File: config.mk
export PLATFORM = sky130hd
export DESIGN_NAME = lockline_unit
export DESIGN_NICKNAME = d
export VERILOG_FILES = /design/src/logic/lockline_pkg.sv /design/src/logic/line_buffer.sv /design/src/logic/lockline_unit.sv
export SDC_FILE = /design/constraint.sdc
export NUM_CORES = 2
export LEC_CHECK = 0
export ABC_AREA = 1
export BUFFER_PORTS_ARGS = -buffer_cell sky130_fd_sc_hd__clkbuf_2
export CAP_MARGIN = 10
export CORE_ASPECT_RATIO = 0.9
export CORE_UTILIZATION = 34
export CTS_CLUSTER_SIZE = 20
export DETAILED_ROUTE_END_ITERATION = 8
export HOLD_SLACK_MARGIN = 0.05
export SETUP_SLACK_MARGIN = 0.02
export SLEW_MARGIN = 30
export SYNTH_ARGS = -nofsm -noshare
export SYNTH_HDL_FRONTEND = slang
export SYNTH_SLANG_ARGS = --single-unit
export TNS_END_PERCENT = 100
File: constraint.sdc
create_clock -name CORE_CLK -period 7.8 [get_ports CORE_CLK]
set_input_delay 1.56 -clock CORE_CLK [delete_from_list [all_inputs] [get_ports CORE_CLK]]
set_output_delay 1.56 -clock CORE_CLK [all_outputs]
set_load 0.02 [all_outputs]
File: src/logic/lockline_pkg.sv
/*
 * Shared constants and types of the lock-line atomic update unit: command
 * encodings, the command and status carriers, the controller states and the
 * values that registers take after reset.
 * Assumes one core clock and a synchronous active-low reset in every user.
 */
// Summary of operation
// - Four lock-line commands; three run at once and carry no tag.
// - Immediate commands ignore queued sync, ordering and barrier commands.
// - Taking any lock-line command still needs a free queue slot.
// - Queued unconditional put waits until its tag group has drained.
// - Write-through or cache-inhibited targets are refused and raise class 1 interrupt.
// - With coherence set, a foreign store to the granule kills the reservation.
// - Get-and-reserve copies one line to local store and sets a reservation.
// - Commands from the proxy queue are refused.
// - Immediate command during another immediate halts the queue and interrupts the host.
// - Any conditional put clears the reservation, covering context switch cleanup.
// - Get-and-reserve outside the held granule drops it with a lost event.
// - A context switch drops the reservation with a lost event.
// - The lost event is only a hint that granule data may have changed.
// - Conditional put stores only while a matching reservation is held.
// - Conditional put takes one whole line from local store.
// - A status read with nothing to report waits until an immediate command completes.
// - Reservation granule size must equal the host processor granule size.
// - Both unconditional puts store one cacheable line.
// - Unconditional puts store whether or not a reservation is held.
package lockline_pkg;

    // Address and tag widths of the command channel.
    localparam int EA_W = 64;
    localparam int LS_AW = 18;
    localparam int TAG_W = 5;
    localparam int NUM_TAGS = 32;

    // The four lock-line commands.
    typedef enum logic [1:0] {
        OP_GET_RESERVE = 2'h0,
        OP_PUT_COND = 2'h1,
        OP_PUT_UNCOND = 2'h2,
        OP_PUT_QUEUED = 2'h3
    } op_t;

    // One command as the core presents it.
    typedef struct packed {
        op_t op;
        logic [TAG_W-1:0] tag;
        logic [LS_AW-1:0] ls_off;
        logic [EA_W-1:0] ea;
        logic wt;
        logic ci;
        logic coh;
        logic proxy;
    } cmd_t;

    // Atomic status word; one bit per kind of immediate-command completion.
    typedef struct packed {
        logic get_done;
        logic put_uncond_done;
        logic put_cond_ok;
        logic put_cond_fail;
    } stat_t;

    // Controller states, one-hot.
    typedef enum logic [5:0] {
        S_IDLE = 6'h01,
        S_MS_RD = 6'h02,
        S_LS_WR = 6'h04,
        S_LS_RD = 6'h08,
        S_MS_WR = 6'h10,
        S_DONE = 6'h20
    } state_t;

    // Values after reset.
    localparam stat_t STAT_RESET = 4'h0;
    localparam state_t STATE_RESET = S_IDLE;
    localparam op_t OP_RESET = OP_GET_RESERVE;

endpackage : lockline_pkg

File: src/logic/line_buffer.sv
/*
 * Small line buffer holding one cache line as a number of beats, with a
 * registered read port.
 * Assumes the caller presents the read address one cycle before it uses data.
 */
`timescale 1ns/10ps
module line_buffer #(
    parameter int WIDTH = 128,
    parameter int DEPTH = 8,
    parameter int AW = 3
) (
    input wire logic clk,
    input wire logic rst_n,
    input wire logic wr_en,
    input wire logic [AW-1:0] wr_addr,
    input wire logic [WIDTH-1:0] wr_data,
    input wire logic [AW-1:0] rd_addr,
    output logic [WIDTH-1:0] rd_data
);

    logic [WIDTH-1:0] mem_r [DEPTH];

    if (DEPTH > (2 ** AW) || DEPTH < 2) begin : g_bad_depth
        $error("line_buffer depth does not fit its address width");
    end

    // Stores one beat when wr_en is set and reads one beat every cycle.
    always_ff @(posedge clk) begin
        if (wr_en) begin
            mem_r[wr_addr] <= wr_data;
        end
        if (!rst_n) begin
            rd_data <= '0;
        end else begin
            rd_data <= mem_r[rd_addr];
        end
    end

endmodule : line_buffer

File: src/logic/lockline_unit.sv
/*
 * Lock-line atomic update unit: takes get-and-reserve, conditional put,
 * unconditional put and queued unconditional put, moves one line between
 * local store and main storage, keeps one reservation and reports status.
 * Assumes all inputs come from logic on CORE_CLK; memory ports hold a request
 * until a one-cycle acknowledge, with read data valid in the acknowledge cycle.
 */
`timescale 1ns/10ps
module lockline_unit
    import lockline_pkg::*;
#(
    parameter int LINE_LG2 = 7,
    parameter int BEAT_BYTES = 16,
    parameter int GRANULE_LG2 = 7,
    parameter int HOST_GRANULE_LG2 = 7
) (
    input wire logic CORE_CLK,
    input wire logic RSTN,
    input wire logic CMD_VALID,
    input wire cmd_t CMD,
    input wire logic QSLOT_FREE,
    output logic CMD_ACK,
    output logic CMD_REJECT,
    input wire logic [NUM_TAGS-1:0] TAG_IDLE,
    output logic QPUT_DONE,
    output logic [TAG_W-1:0] QPUT_DONE_TAG,
    input wire logic STAT_RD,
    output logic STAT_VALID,
    output stat_t STAT_DATA,
    output logic LS_REQ,
    output logic LS_WE,
    output logic [LS_AW-1:0] LS_ADDR,
    output logic [8*BEAT_BYTES-1:0] LS_WDATA,
    input wire logic [8*BEAT_BYTES-1:0] LS_RDATA,
    input wire logic LS_ACK,
    output logic MS_REQ,
    output logic MS_WE,
    output logic [EA_W-1:0] MS_ADDR,
    output logic [8*BEAT_BYTES-1:0] MS_WDATA,
    input wire logic [8*BEAT_BYTES-1:0] MS_RDATA,
    input wire logic MS_ACK,
    input wire logic SNOOP_VALID,
    input wire logic [EA_W-1:0] SNOOP_EA,
    input wire logic CTX_SWITCH,
    output logic RES_LOST_EVT,
    output logic RES_HELD,
    output logic QUEUE_HALT,
    output logic HOST_INT,
    output logic CLASS1_INT
);

    localparam int BEAT_W = 8 * BEAT_BYTES;
    localparam int BYTE_LG2 = $clog2(BEAT_BYTES);
    localparam int BEATS = (2 ** LINE_LG2) / BEAT_BYTES;
    localparam int BEAT_LG2 = $clog2(BEATS);
    localparam logic [BEAT_LG2-1:0] LAST_BEAT = BEAT_LG2'(BEATS - 1);

    // Refuse geometries the beat counter and granule compare cannot serve.
    if (GRANULE_LG2 != HOST_GRANULE_LG2) begin : g_bad_granule
        $error("reservation granule must match the host processor granule");
    end
    if (BEATS < 2 || (2 ** BYTE_LG2) != BEAT_BYTES || GRANULE_LG2 < LINE_LG2 || LINE_LG2 >= LS_AW) begin : g_bad_geom
        $error("unsupported line, beat or granule size");
    end

    // True when two addresses fall in the same reservation granule.
    function automatic logic same_granule(input logic [EA_W-1:0] a, input logic [EA_W-1:0] b);
        same_granule = (a >> GRANULE_LG2) == (b >> GRANULE_LG2);
    endfunction : same_granule

    ////////////////////////////////////////////////////////////////////////////
    // State.
    state_t state_r, state_nxt;
    op_t op_r;
    logic [LS_AW-1:0] ls_off_r;
    logic [EA_W-1:0] ea_r;
    logic coh_r;
    logic [TAG_W-1:0] tag_r;
    logic [BEAT_LG2-1:0] beat_r, beat_nxt;
    logic ms_req_r, ls_req_r, ms_we_r, ls_we_r;
    logic [EA_W-1:0] ms_addr_r;
    logic [LS_AW-1:0] ls_addr_r;
    logic imm_busy_r, halt_r, host_int_r, class1_r;
    logic cmd_ack_r, cmd_rej_r;
    logic qp_valid_r;
    cmd_t qp_r;
    logic qdone_r;
    logic [TAG_W-1:0] qdone_tag_r;
    stat_t stat_r, stat_data_r;
    logic stat_pend_r, stat_valid_r;
    logic res_valid_r, res_coh_r, res_lost_r;
    logic [EA_W-1:0] res_ea_r;
    logic [BEAT_W-1:0] buf_rdata;

    ////////////////////////////////////////////////////////////////////////////
    // Command intake decode.
    logic is_imm, cmd_new, attr_bad, rej_proxy, rej_attr, rej_overlap, cmd_ok;
    logic take_imm, take_q, launch_q;
    assign is_imm = CMD.op != OP_PUT_QUEUED;
    assign cmd_new = CMD_VALID && !cmd_ack_r && !cmd_rej_r && !halt_r;
    assign attr_bad = CMD.wt || CMD.ci;
    assign rej_proxy = cmd_new && CMD.proxy;
    assign rej_attr = cmd_new && !CMD.proxy && attr_bad;
    assign rej_overlap = cmd_new && !CMD.proxy && !attr_bad && is_imm && imm_busy_r;
    assign cmd_ok = cmd_new && !CMD.proxy && !attr_bad && !(is_imm && imm_busy_r) && QSLOT_FREE;
    // Immediate commands start as soon as the engine is free, whatever waits in the queue.
    assign take_imm = cmd_ok && is_imm && state_r == S_IDLE;
    assign take_q = cmd_ok && !is_imm && !qp_valid_r;
    // The queued put is fenced on its tag group and yields to immediate work.
    assign launch_q = state_r == S_IDLE && !take_imm && qp_valid_r && TAG_IDLE[qp_r.tag];

    ////////////////////////////////////////////////////////////////////////////
    // Reservation decode.
    logic hit_snoop, lose_ctx, lose_get, res_ok, res_set, res_drop;
    assign hit_snoop = res_valid_r && res_coh_r && SNOOP_VALID && same_granule(SNOOP_EA, res_ea_r);
    assign lose_ctx = res_valid_r && CTX_SWITCH;
    assign lose_get = take_imm && CMD.op == OP_GET_RESERVE && res_valid_r
                      && !same_granule(CMD.ea, res_ea_r);
    assign res_ok = res_valid_r && !hit_snoop && !CTX_SWITCH && same_granule(CMD.ea, res_ea_r);
    assign res_set = state_r == S_DONE && op_r == OP_GET_RESERVE && !CTX_SWITCH;
    // Every conditional put uses up the reservation, so a context switch put clears it.
    assign res_drop = hit_snoop || lose_ctx || lose_get || (take_imm && CMD.op == OP_PUT_COND);

    ////////////////////////////////////////////////////////////////////////////
    // Beat transfer decode.
    logic xfer, ms_state, fill_state, beat_done, last_beat, set_req, buf_we;
    logic [BEAT_W-1:0] buf_wdata;
    assign ms_state = state_r == S_MS_RD || state_r == S_MS_WR;
    assign fill_state = state_r == S_MS_RD || state_r == S_LS_RD;
    assign xfer = ms_state || state_r == S_LS_WR || state_r == S_LS_RD;
    assign beat_done = (ms_req_r && MS_ACK) || (ls_req_r && LS_ACK);
    assign last_beat = beat_r == LAST_BEAT;
    assign set_req = xfer && !ms_req_r && !ls_req_r;
    assign buf_we = beat_done && fill_state;
    assign buf_wdata = state_r == S_MS_RD ? MS_RDATA : LS_RDATA;
    assign beat_nxt = beat_done ? (last_beat ? '0 : beat_r + 1'h1) : beat_r;

    // Holds the line between its read side and its write side.
    line_buffer #(
        .WIDTH(BEAT_W),
        .DEPTH(BEATS),
        .AW(BEAT_LG2)
    ) u_line_buffer (
        .clk(CORE_CLK),
        .rst_n(RSTN),
        .wr_en(buf_we),
        .wr_addr(beat_r),
        .wr_data(buf_wdata),
        .rd_addr(beat_r),
        .rd_data(buf_rdata)
    );

    // Next state of the transfer engine.
    always_comb begin
        state_nxt = state_r;
        case (state_r)
            S_IDLE: begin
                if (take_imm) begin
                    case (CMD.op)
                        OP_GET_RESERVE: state_nxt = S_MS_RD;
                        OP_PUT_COND: state_nxt = res_ok ? S_LS_RD : S_DONE;
                        default: state_nxt = S_LS_RD;
                    endcase
                end else if (launch_q) begin
                    state_nxt = S_LS_RD;
                end
            end
            S_MS_RD: if (beat_done && last_beat) state_nxt = S_LS_WR;
            S_LS_WR: if (beat_done && last_beat) state_nxt = S_DONE;
            S_LS_RD: if (beat_done && last_beat) state_nxt = S_MS_WR;
            S_MS_WR: if (beat_done && last_beat) state_nxt = S_DONE;
            default: state_nxt = S_IDLE;
        endcase
    end

    // Engine registers and the captured command.
    always_ff @(posedge CORE_CLK) begin
        if (!RSTN) begin
            state_r <= STATE_RESET;
            op_r <= OP_RESET;
            ls_off_r <= '0;
            ea_r <= '0;
            coh_r <= 1'h0;
            tag_r <= '0;
            beat_r <= '0;
        end else begin
            state_r <= state_nxt;
            beat_r <= beat_nxt;
            if (take_imm) begin
                op_r <= CMD.op;
                ls_off_r <= CMD.ls_off;
                ea_r <= CMD.ea;
                coh_r <= CMD.coh;
            end else if (launch_q) begin
                op_r <= OP_PUT_QUEUED;
                ls_off_r <= qp_r.ls_off;
                ea_r <= qp_r.ea;
                tag_r <= qp_r.tag;
            end
        end
    end

    // Per-beat requests; data for a write beat is read from the buffer a cycle ahead.
    always_ff @(posedge CORE_CLK) begin
        if (!RSTN) begin
            ms_req_r <= 1'h0;
            ls_req_r <= 1'h0;
            ms_we_r <= 1'h0;
            ls_we_r <= 1'h0;
            ms_addr_r <= '0;
            ls_addr_r <= '0;
        end else if (set_req) begin
            ms_req_r <= ms_state;
            ls_req_r <= !ms_state;
            ms_we_r <= state_r == S_MS_WR;
            ls_we_r <= state_r == S_LS_WR;
            ms_addr_r <= {ea_r[EA_W-1:LINE_LG2], beat_r, BYTE_LG2'(0)};
            ls_addr_r <= {ls_off_r[LS_AW-1:LINE_LG2], beat_r, BYTE_LG2'(0)};
        end else if (state_r == S_IDLE) begin
            // Clears the write marks so a failed conditional put never reports a store.
            ms_we_r <= 1'h0;
            ls_we_r <= 1'h0;
        end else begin
            ms_req_r <= ms_req_r && !MS_ACK;
            ls_req_r <= ls_req_r && !LS_ACK;
        end
    end

    // Command answers, busy tracking, halt and the queued put slot.
    always_ff @(posedge CORE_CLK) begin
        if (!RSTN) begin
            cmd_ack_r <= 1'h0;
            cmd_rej_r <= 1'h0;
            imm_busy_r <= 1'h0;
            halt_r <= 1'h0;
            host_int_r <= 1'h0;
            class1_r <= 1'h0;
            qp_valid_r <= 1'h0;
            qp_r <= '0;
            qdone_r <= 1'h0;
            qdone_tag_r <= '0;
        end else begin
            cmd_ack_r <= take_imm || take_q;
            cmd_rej_r <= rej_proxy || rej_attr || rej_overlap;
            class1_r <= rej_attr;
            host_int_r <= rej_overlap;
            halt_r <= halt_r || rej_overlap;
            imm_busy_r <= take_imm || (imm_busy_r && !(state_r == S_DONE && op_r != OP_PUT_QUEUED));
            qp_valid_r <= take_q || (qp_valid_r && !launch_q);
            if (take_q) begin
                qp_r <= CMD;
            end
            qdone_r <= state_r == S_DONE && op_r == OP_PUT_QUEUED;
            if (state_r == S_DONE) begin
                qdone_tag_r <= tag_r;
            end
        end
    end

    // Status: set on completion, taken by a read; a read with nothing pending waits until a completion sets it.
    always_ff @(posedge CORE_CLK) begin
        if (!RSTN) begin
            stat_r <= STAT_RESET;
            stat_data_r <= STAT_RESET;
            stat_pend_r <= 1'h0;
            stat_valid_r <= 1'h0;
        end else begin
            stat_valid_r <= STAT_RD && stat_pend_r && !stat_valid_r;
            if (STAT_RD && stat_pend_r && !stat_valid_r) begin
                stat_data_r <= stat_r;
            end
            if (state_r == S_DONE && op_r != OP_PUT_QUEUED) begin
                stat_r.get_done <= op_r == OP_GET_RESERVE;
                stat_r.put_uncond_done <= op_r == OP_PUT_UNCOND;
                stat_r.put_cond_ok <= op_r == OP_PUT_COND && ms_we_r;
                stat_r.put_cond_fail <= op_r == OP_PUT_COND && !ms_we_r;
                stat_pend_r <= 1'h1;
            end else if (STAT_RD && stat_pend_r && !stat_valid_r) begin
                stat_pend_r <= 1'h0;
            end
        end
    end

    // Reservation; the lost event only hints that the granule may have changed.
    always_ff @(posedge CORE_CLK) begin
        if (!RSTN) begin
            res_valid_r <= 1'h0;
            res_coh_r <= 1'h0;
            res_ea_r <= '0;
            res_lost_r <= 1'h0;
        end else begin
            res_lost_r <= hit_snoop || lose_ctx || lose_get;
            if (res_set) begin
                res_valid_r <= 1'h1;
                res_coh_r <= coh_r;
                res_ea_r <= ea_r;
            end else if (res_drop) begin
                res_valid_r <= 1'h0;
            end
        end
    end

    // Outputs, each from a flip-flop.
    assign CMD_ACK = cmd_ack_r;
    assign CMD_REJECT = cmd_rej_r;
    assign QPUT_DONE = qdone_r;
    assign QPUT_DONE_TAG = qdone_tag_r;
    assign STAT_VALID = stat_valid_r;
    assign STAT_DATA = stat_data_r;
    assign LS_REQ = ls_req_r;
    assign LS_WE = ls_we_r;
    assign LS_ADDR = ls_addr_r;
    assign LS_WDATA = buf_rdata;
    assign MS_REQ = ms_req_r;
    assign MS_WE = ms_we_r;
    assign MS_ADDR = ms_addr_r;
    assign MS_WDATA = buf_rdata;
    assign RES_LOST_EVT = res_lost_r;
    assign RES_HELD = res_valid_r;
    assign QUEUE_HALT = halt_r;
    assign HOST_INT = host_int_r;
    assign CLASS1_INT = class1_r;
endmodule : lockline_unit

==> impl_metrics.env <==
export IMPL_run_status="finished, final reports clean"
export IMPL_max_stage_delay_ns=0.83
export IMPL_required_time_reported_for_the_critical_path_endpoint_ns=8.42
export IMPL_grt_antenna_before_repair=8
export IMPL_max_slew_margin_rel=0.338
export IMPL_finalMaxSlewViolations=0
export IMPL_setup_viol_count_final=0
export IMPL_finalHoldViolCount=0
export IMPL_core_mm2=0.170
export IMPL_grt_usage=0.182
export IMPL_crit_path_category="reg -> reg"
export IMPL_yosysSeqAreaShare=0.679
export IMPL_yosysTopAreaCellShare=0.527
export IMPL_row_count=143
export IMPL_htree_num_levels=4
export IMPL_post_synthesis_instance_area_mm2=0.0584
export IMPL_ant_nets=0
export IMPL_cts_tree="done"
export IMPL_drive_gt1_frac=0.179
export IMPL_grt_pass1_wl_mm=240
export IMPL_number_of_buffers_inserted_during_clock_tree_synthesis=154
export IMPL_synth_ff_type="sky130_fd_sc_hd__edfxtp_1"
export IMPL_max_cap_violations=0
export IMPL_hold_buffers=0
export IMPL_cp_arrival_ns=4.66
export IMPL_number_of_instances_in_the_synthesized_netlist=5615
export IMPL_port_buffers=784
export IMPL_post_cts_setup_buffers=0
export IMPL_setup_clock_skew_after_layout_ns=0.0523
export IMPL_clock_path_buffers=3
export IMPL_post_drt_wl_per_cell_um=19.0
export IMPL_post_cts_resized_instances=0
export IMPL_rsz_0062_raised_after_global_routing="false"
export IMPL_synthesis_area_per_instance_um2=10.4
export IMPL_cpMaxStageDelayCell="sky130_fd_sc_hd__buf_4"
export IMPL_final_nets=6605
export IMPL_drt_first_iter_violations=3162
export IMPL_route_detailed_vias_per_inst=4.85
export IMPL_root_buffer="sky130_fd_sc_hd__clkbuf_16"
export IMPL_critical_path_endpoint_type="register"
export IMPL_globalRouteOverflowTotal=0
export IMPL_crit_path_start_kind="register"
export IMPL_number_of_remaining_drc_errors=0
export IMPL_synth_cells_most_frequent="1,405 x sky130_fd_sc_hd__nor2_1, 1,024 x sky130_fd_sc_hd__edfxtp_1, 854 x sky130_fd_sc_hd__o21ai_0"
export IMPL_static_leakage_power_nw=26.2
export IMPL_finalCriticalPeriod_ns=4.05
export IMPL_power_density_mw_per_mm2=267
export IMPL_dieArea_mm2=0.173
export IMPL_irDropWorstVdd_mv=0.178
export IMPL_chipWidth_um=439
export IMPL_globalplace_congestion=0.879
export IMPL_yosys_warnings=0
export IMPL_dr_pass1_iters=5
export IMPL_async_sr_flop_fraction=0
export IMPL_cts_num_sinks=1468
export IMPL_clk_pin_slew_ns=0.06
export IMPL_detail_route_wirelength_mm=162
export IMPL_synth_area_leaders="sky130_fd_sc_hd__edfxtp_1 53%, sky130_fd_sc_hd__dfxtp_1 15%, sky130_fd_sc_hd__nor2_1 9.0%"
export IMPL_start_util=0.344
export IMPL_number_of_global_route_vias_before_repair=39300
export IMPL_critPathBufInv=3
export IMPL_final_min_period_over_clock_period=0.519
export IMPL_clk_latency_ns=0.79
export IMPL_die_h_um=395
export IMPL_timing_critical_path_fanout_max=91
export IMPL_synth_seq_cells=1468
export IMPL_tightest_slew_ns=0.993
export IMPL_placed_cell_area_mm2=0.0634
export IMPL_hold_crit_path_type="reg -> reg"
export IMPL_max_clock_freq_ghz=0.247
export IMPL_path_cells="buf_4 -> buf_6 -> buf_4 -> nor2_1 -> nor2_1 -> o21ai_0 -> a41oi_1"
export IMPL_post_detailed_placement_half_perimeter_wirelength_mm=92.8
export IMPL_ioPinCount=814
export IMPL_detailroute_via_count=41300
export IMPL_post_synth_top_count_cell="sky130_fd_sc_hd__nor2_1"
export IMPL_synth_enable_flop_cells=1024
export IMPL_area_growth_pct=18.0
export IMPL_post_layout_inst_area_mm2=0.0689
export IMPL_cell_family_with_the_largest_share_of_critical_path_delay="buffers and inverters"
export IMPL_synthDominantAreaCellType="sky130_fd_sc_hd__edfxtp_1"
export IMPL_ys_types=47
export IMPL_grt_max_degree=223
export IMPL_report_power_total_mw=18.4
==> layout by cell type, fill, tap and decap left out, drive strengths merged, types with 2 or more instances in the layout <==
master / instances
nor2: 1411
xor2: 18
clkinvlp: 5
dfxtp: 444
a211oi: 6
nand2: 723
nand3: 53
buf: 51
o211ai: 3
clkbuf: 990
inv: 214
a31oi: 2
diode: 7
xnor2: 30
a41oi: 128
bufinv: 16
a21oi: 160
nand4: 28
clkinv: 51
ha: 2
edfxtp: 1024
or2: 11
nor3: 11
nand3b: 2
conb: 8
o21ai: 875
nor3b: 3
==> area by class of cell <==
type	count	area, um^2
repair buffers	834	4490
diodes	7	17.5
inverters	209	825
clock inverters	77	1070
well taps	2247	2810
flip-flops and latches	1468	39600
multi-input cells	3482	15700
clock buffers	207	4350
fillers	16300	101000
==> state kept, by name (all words and copies together), names as in the netlist, 6 cells and up <==
| name | cells |
|---|---|
| u_line_buffer.rd_data | 128 |
| state_r | 6 |
| u_line_buffer.mem_r | 1024 |
| LS_ADDR | 14 |
| res_ea_r | 57 |
| qp_r | 73 |
| ea_r | 57 |
| ls_off_r | 11 |
| MS_ADDR | 57 |
==> path summary, 6_finish.rpt <==
path	from	depth (start not counted)	slack (ns)	to
setup / recovery	beat_r[0]$_SDFFE_PN0N_	7	3.75	u_line_buffer.rd_data[9]$_SDFF_PN0_
hold / removal	tag_r[2]$_SDFFE_PN0P_	2	0.45	QPUT_DONE_TAG[2]$_SDFFE_PN0P_
setup reg to reg	beat_r[0]$_SDFFE_PN0N_	7	3.75	u_line_buffer.rd_data[9]$_SDFF_PN0_
hold reg to reg	tag_r[2]$_SDFFE_PN0P_	2	0.45	QPUT_DONE_TAG[2]$_SDFFE_PN0P_
==> metrics by stage <==
stage / utilization / TNS (ns) / std cells / worst slack (ns) / hold WS, ns
floorplan: - / -311.52 / 5622 / -0.304 / 0.424
global placement: 0.373 / 0 / 8237 / 3.27 / 0.441
detailed placement: 0.374 / 0 / 8239 / 3.22 / 0.448
CTS: 0.406 / 0 / 8523 / 3.44 / 0.455
global route: 0.406 / 0 / 8530 / 3.52 / 0.471
finish: 0.406 / 0 / 8531 / 3.75 / 0.450
==> cells by family (layout without fill, tap and decap cells) <==
group / count (synthesis) / after routing / synth area share
adder cells (fa/ha/maj): 2 / 2 / 0.000429
AND/OR/NAND/NOR: 2248 / 2248 / 0.149
AO/OA/AOI/OAI: 1176 / 1176 / 0.110
flip-flops: 1468 / 1468 / 0.679
buffers and inverters: 672 / 1327 / 0.0543
XOR/XNOR: 48 / 48 / 0.00720
other: 1 / 15 / 0.0000642
==> layer usage <==
metal,global-route usage,routed length (um)
met1,0.238,70300
met2,0.301,77800
met3,0.0291,8450
met4,0.0675,5390
met5,0,12
==> power breakdown <==
part           total, mW  internal, mW  switching, mW  leakage [nW]
Combinational       1.95         0.568           1.39          10.8
Clock               7.70          4.51           3.19          2.64
Sequential          8.73          8.54          0.191          12.8
Total               18.4          13.6           4.77          26.2
==> worst min-delay path, delay by kind of cell (launching register included) <==
kind                   cells  cell delay [ns]
flip-flops                 1             0.30
buffers and inverters      1             0.06
AO/OA/AOI/OAI              1             0.05
(Power assumes the default switching activity.)
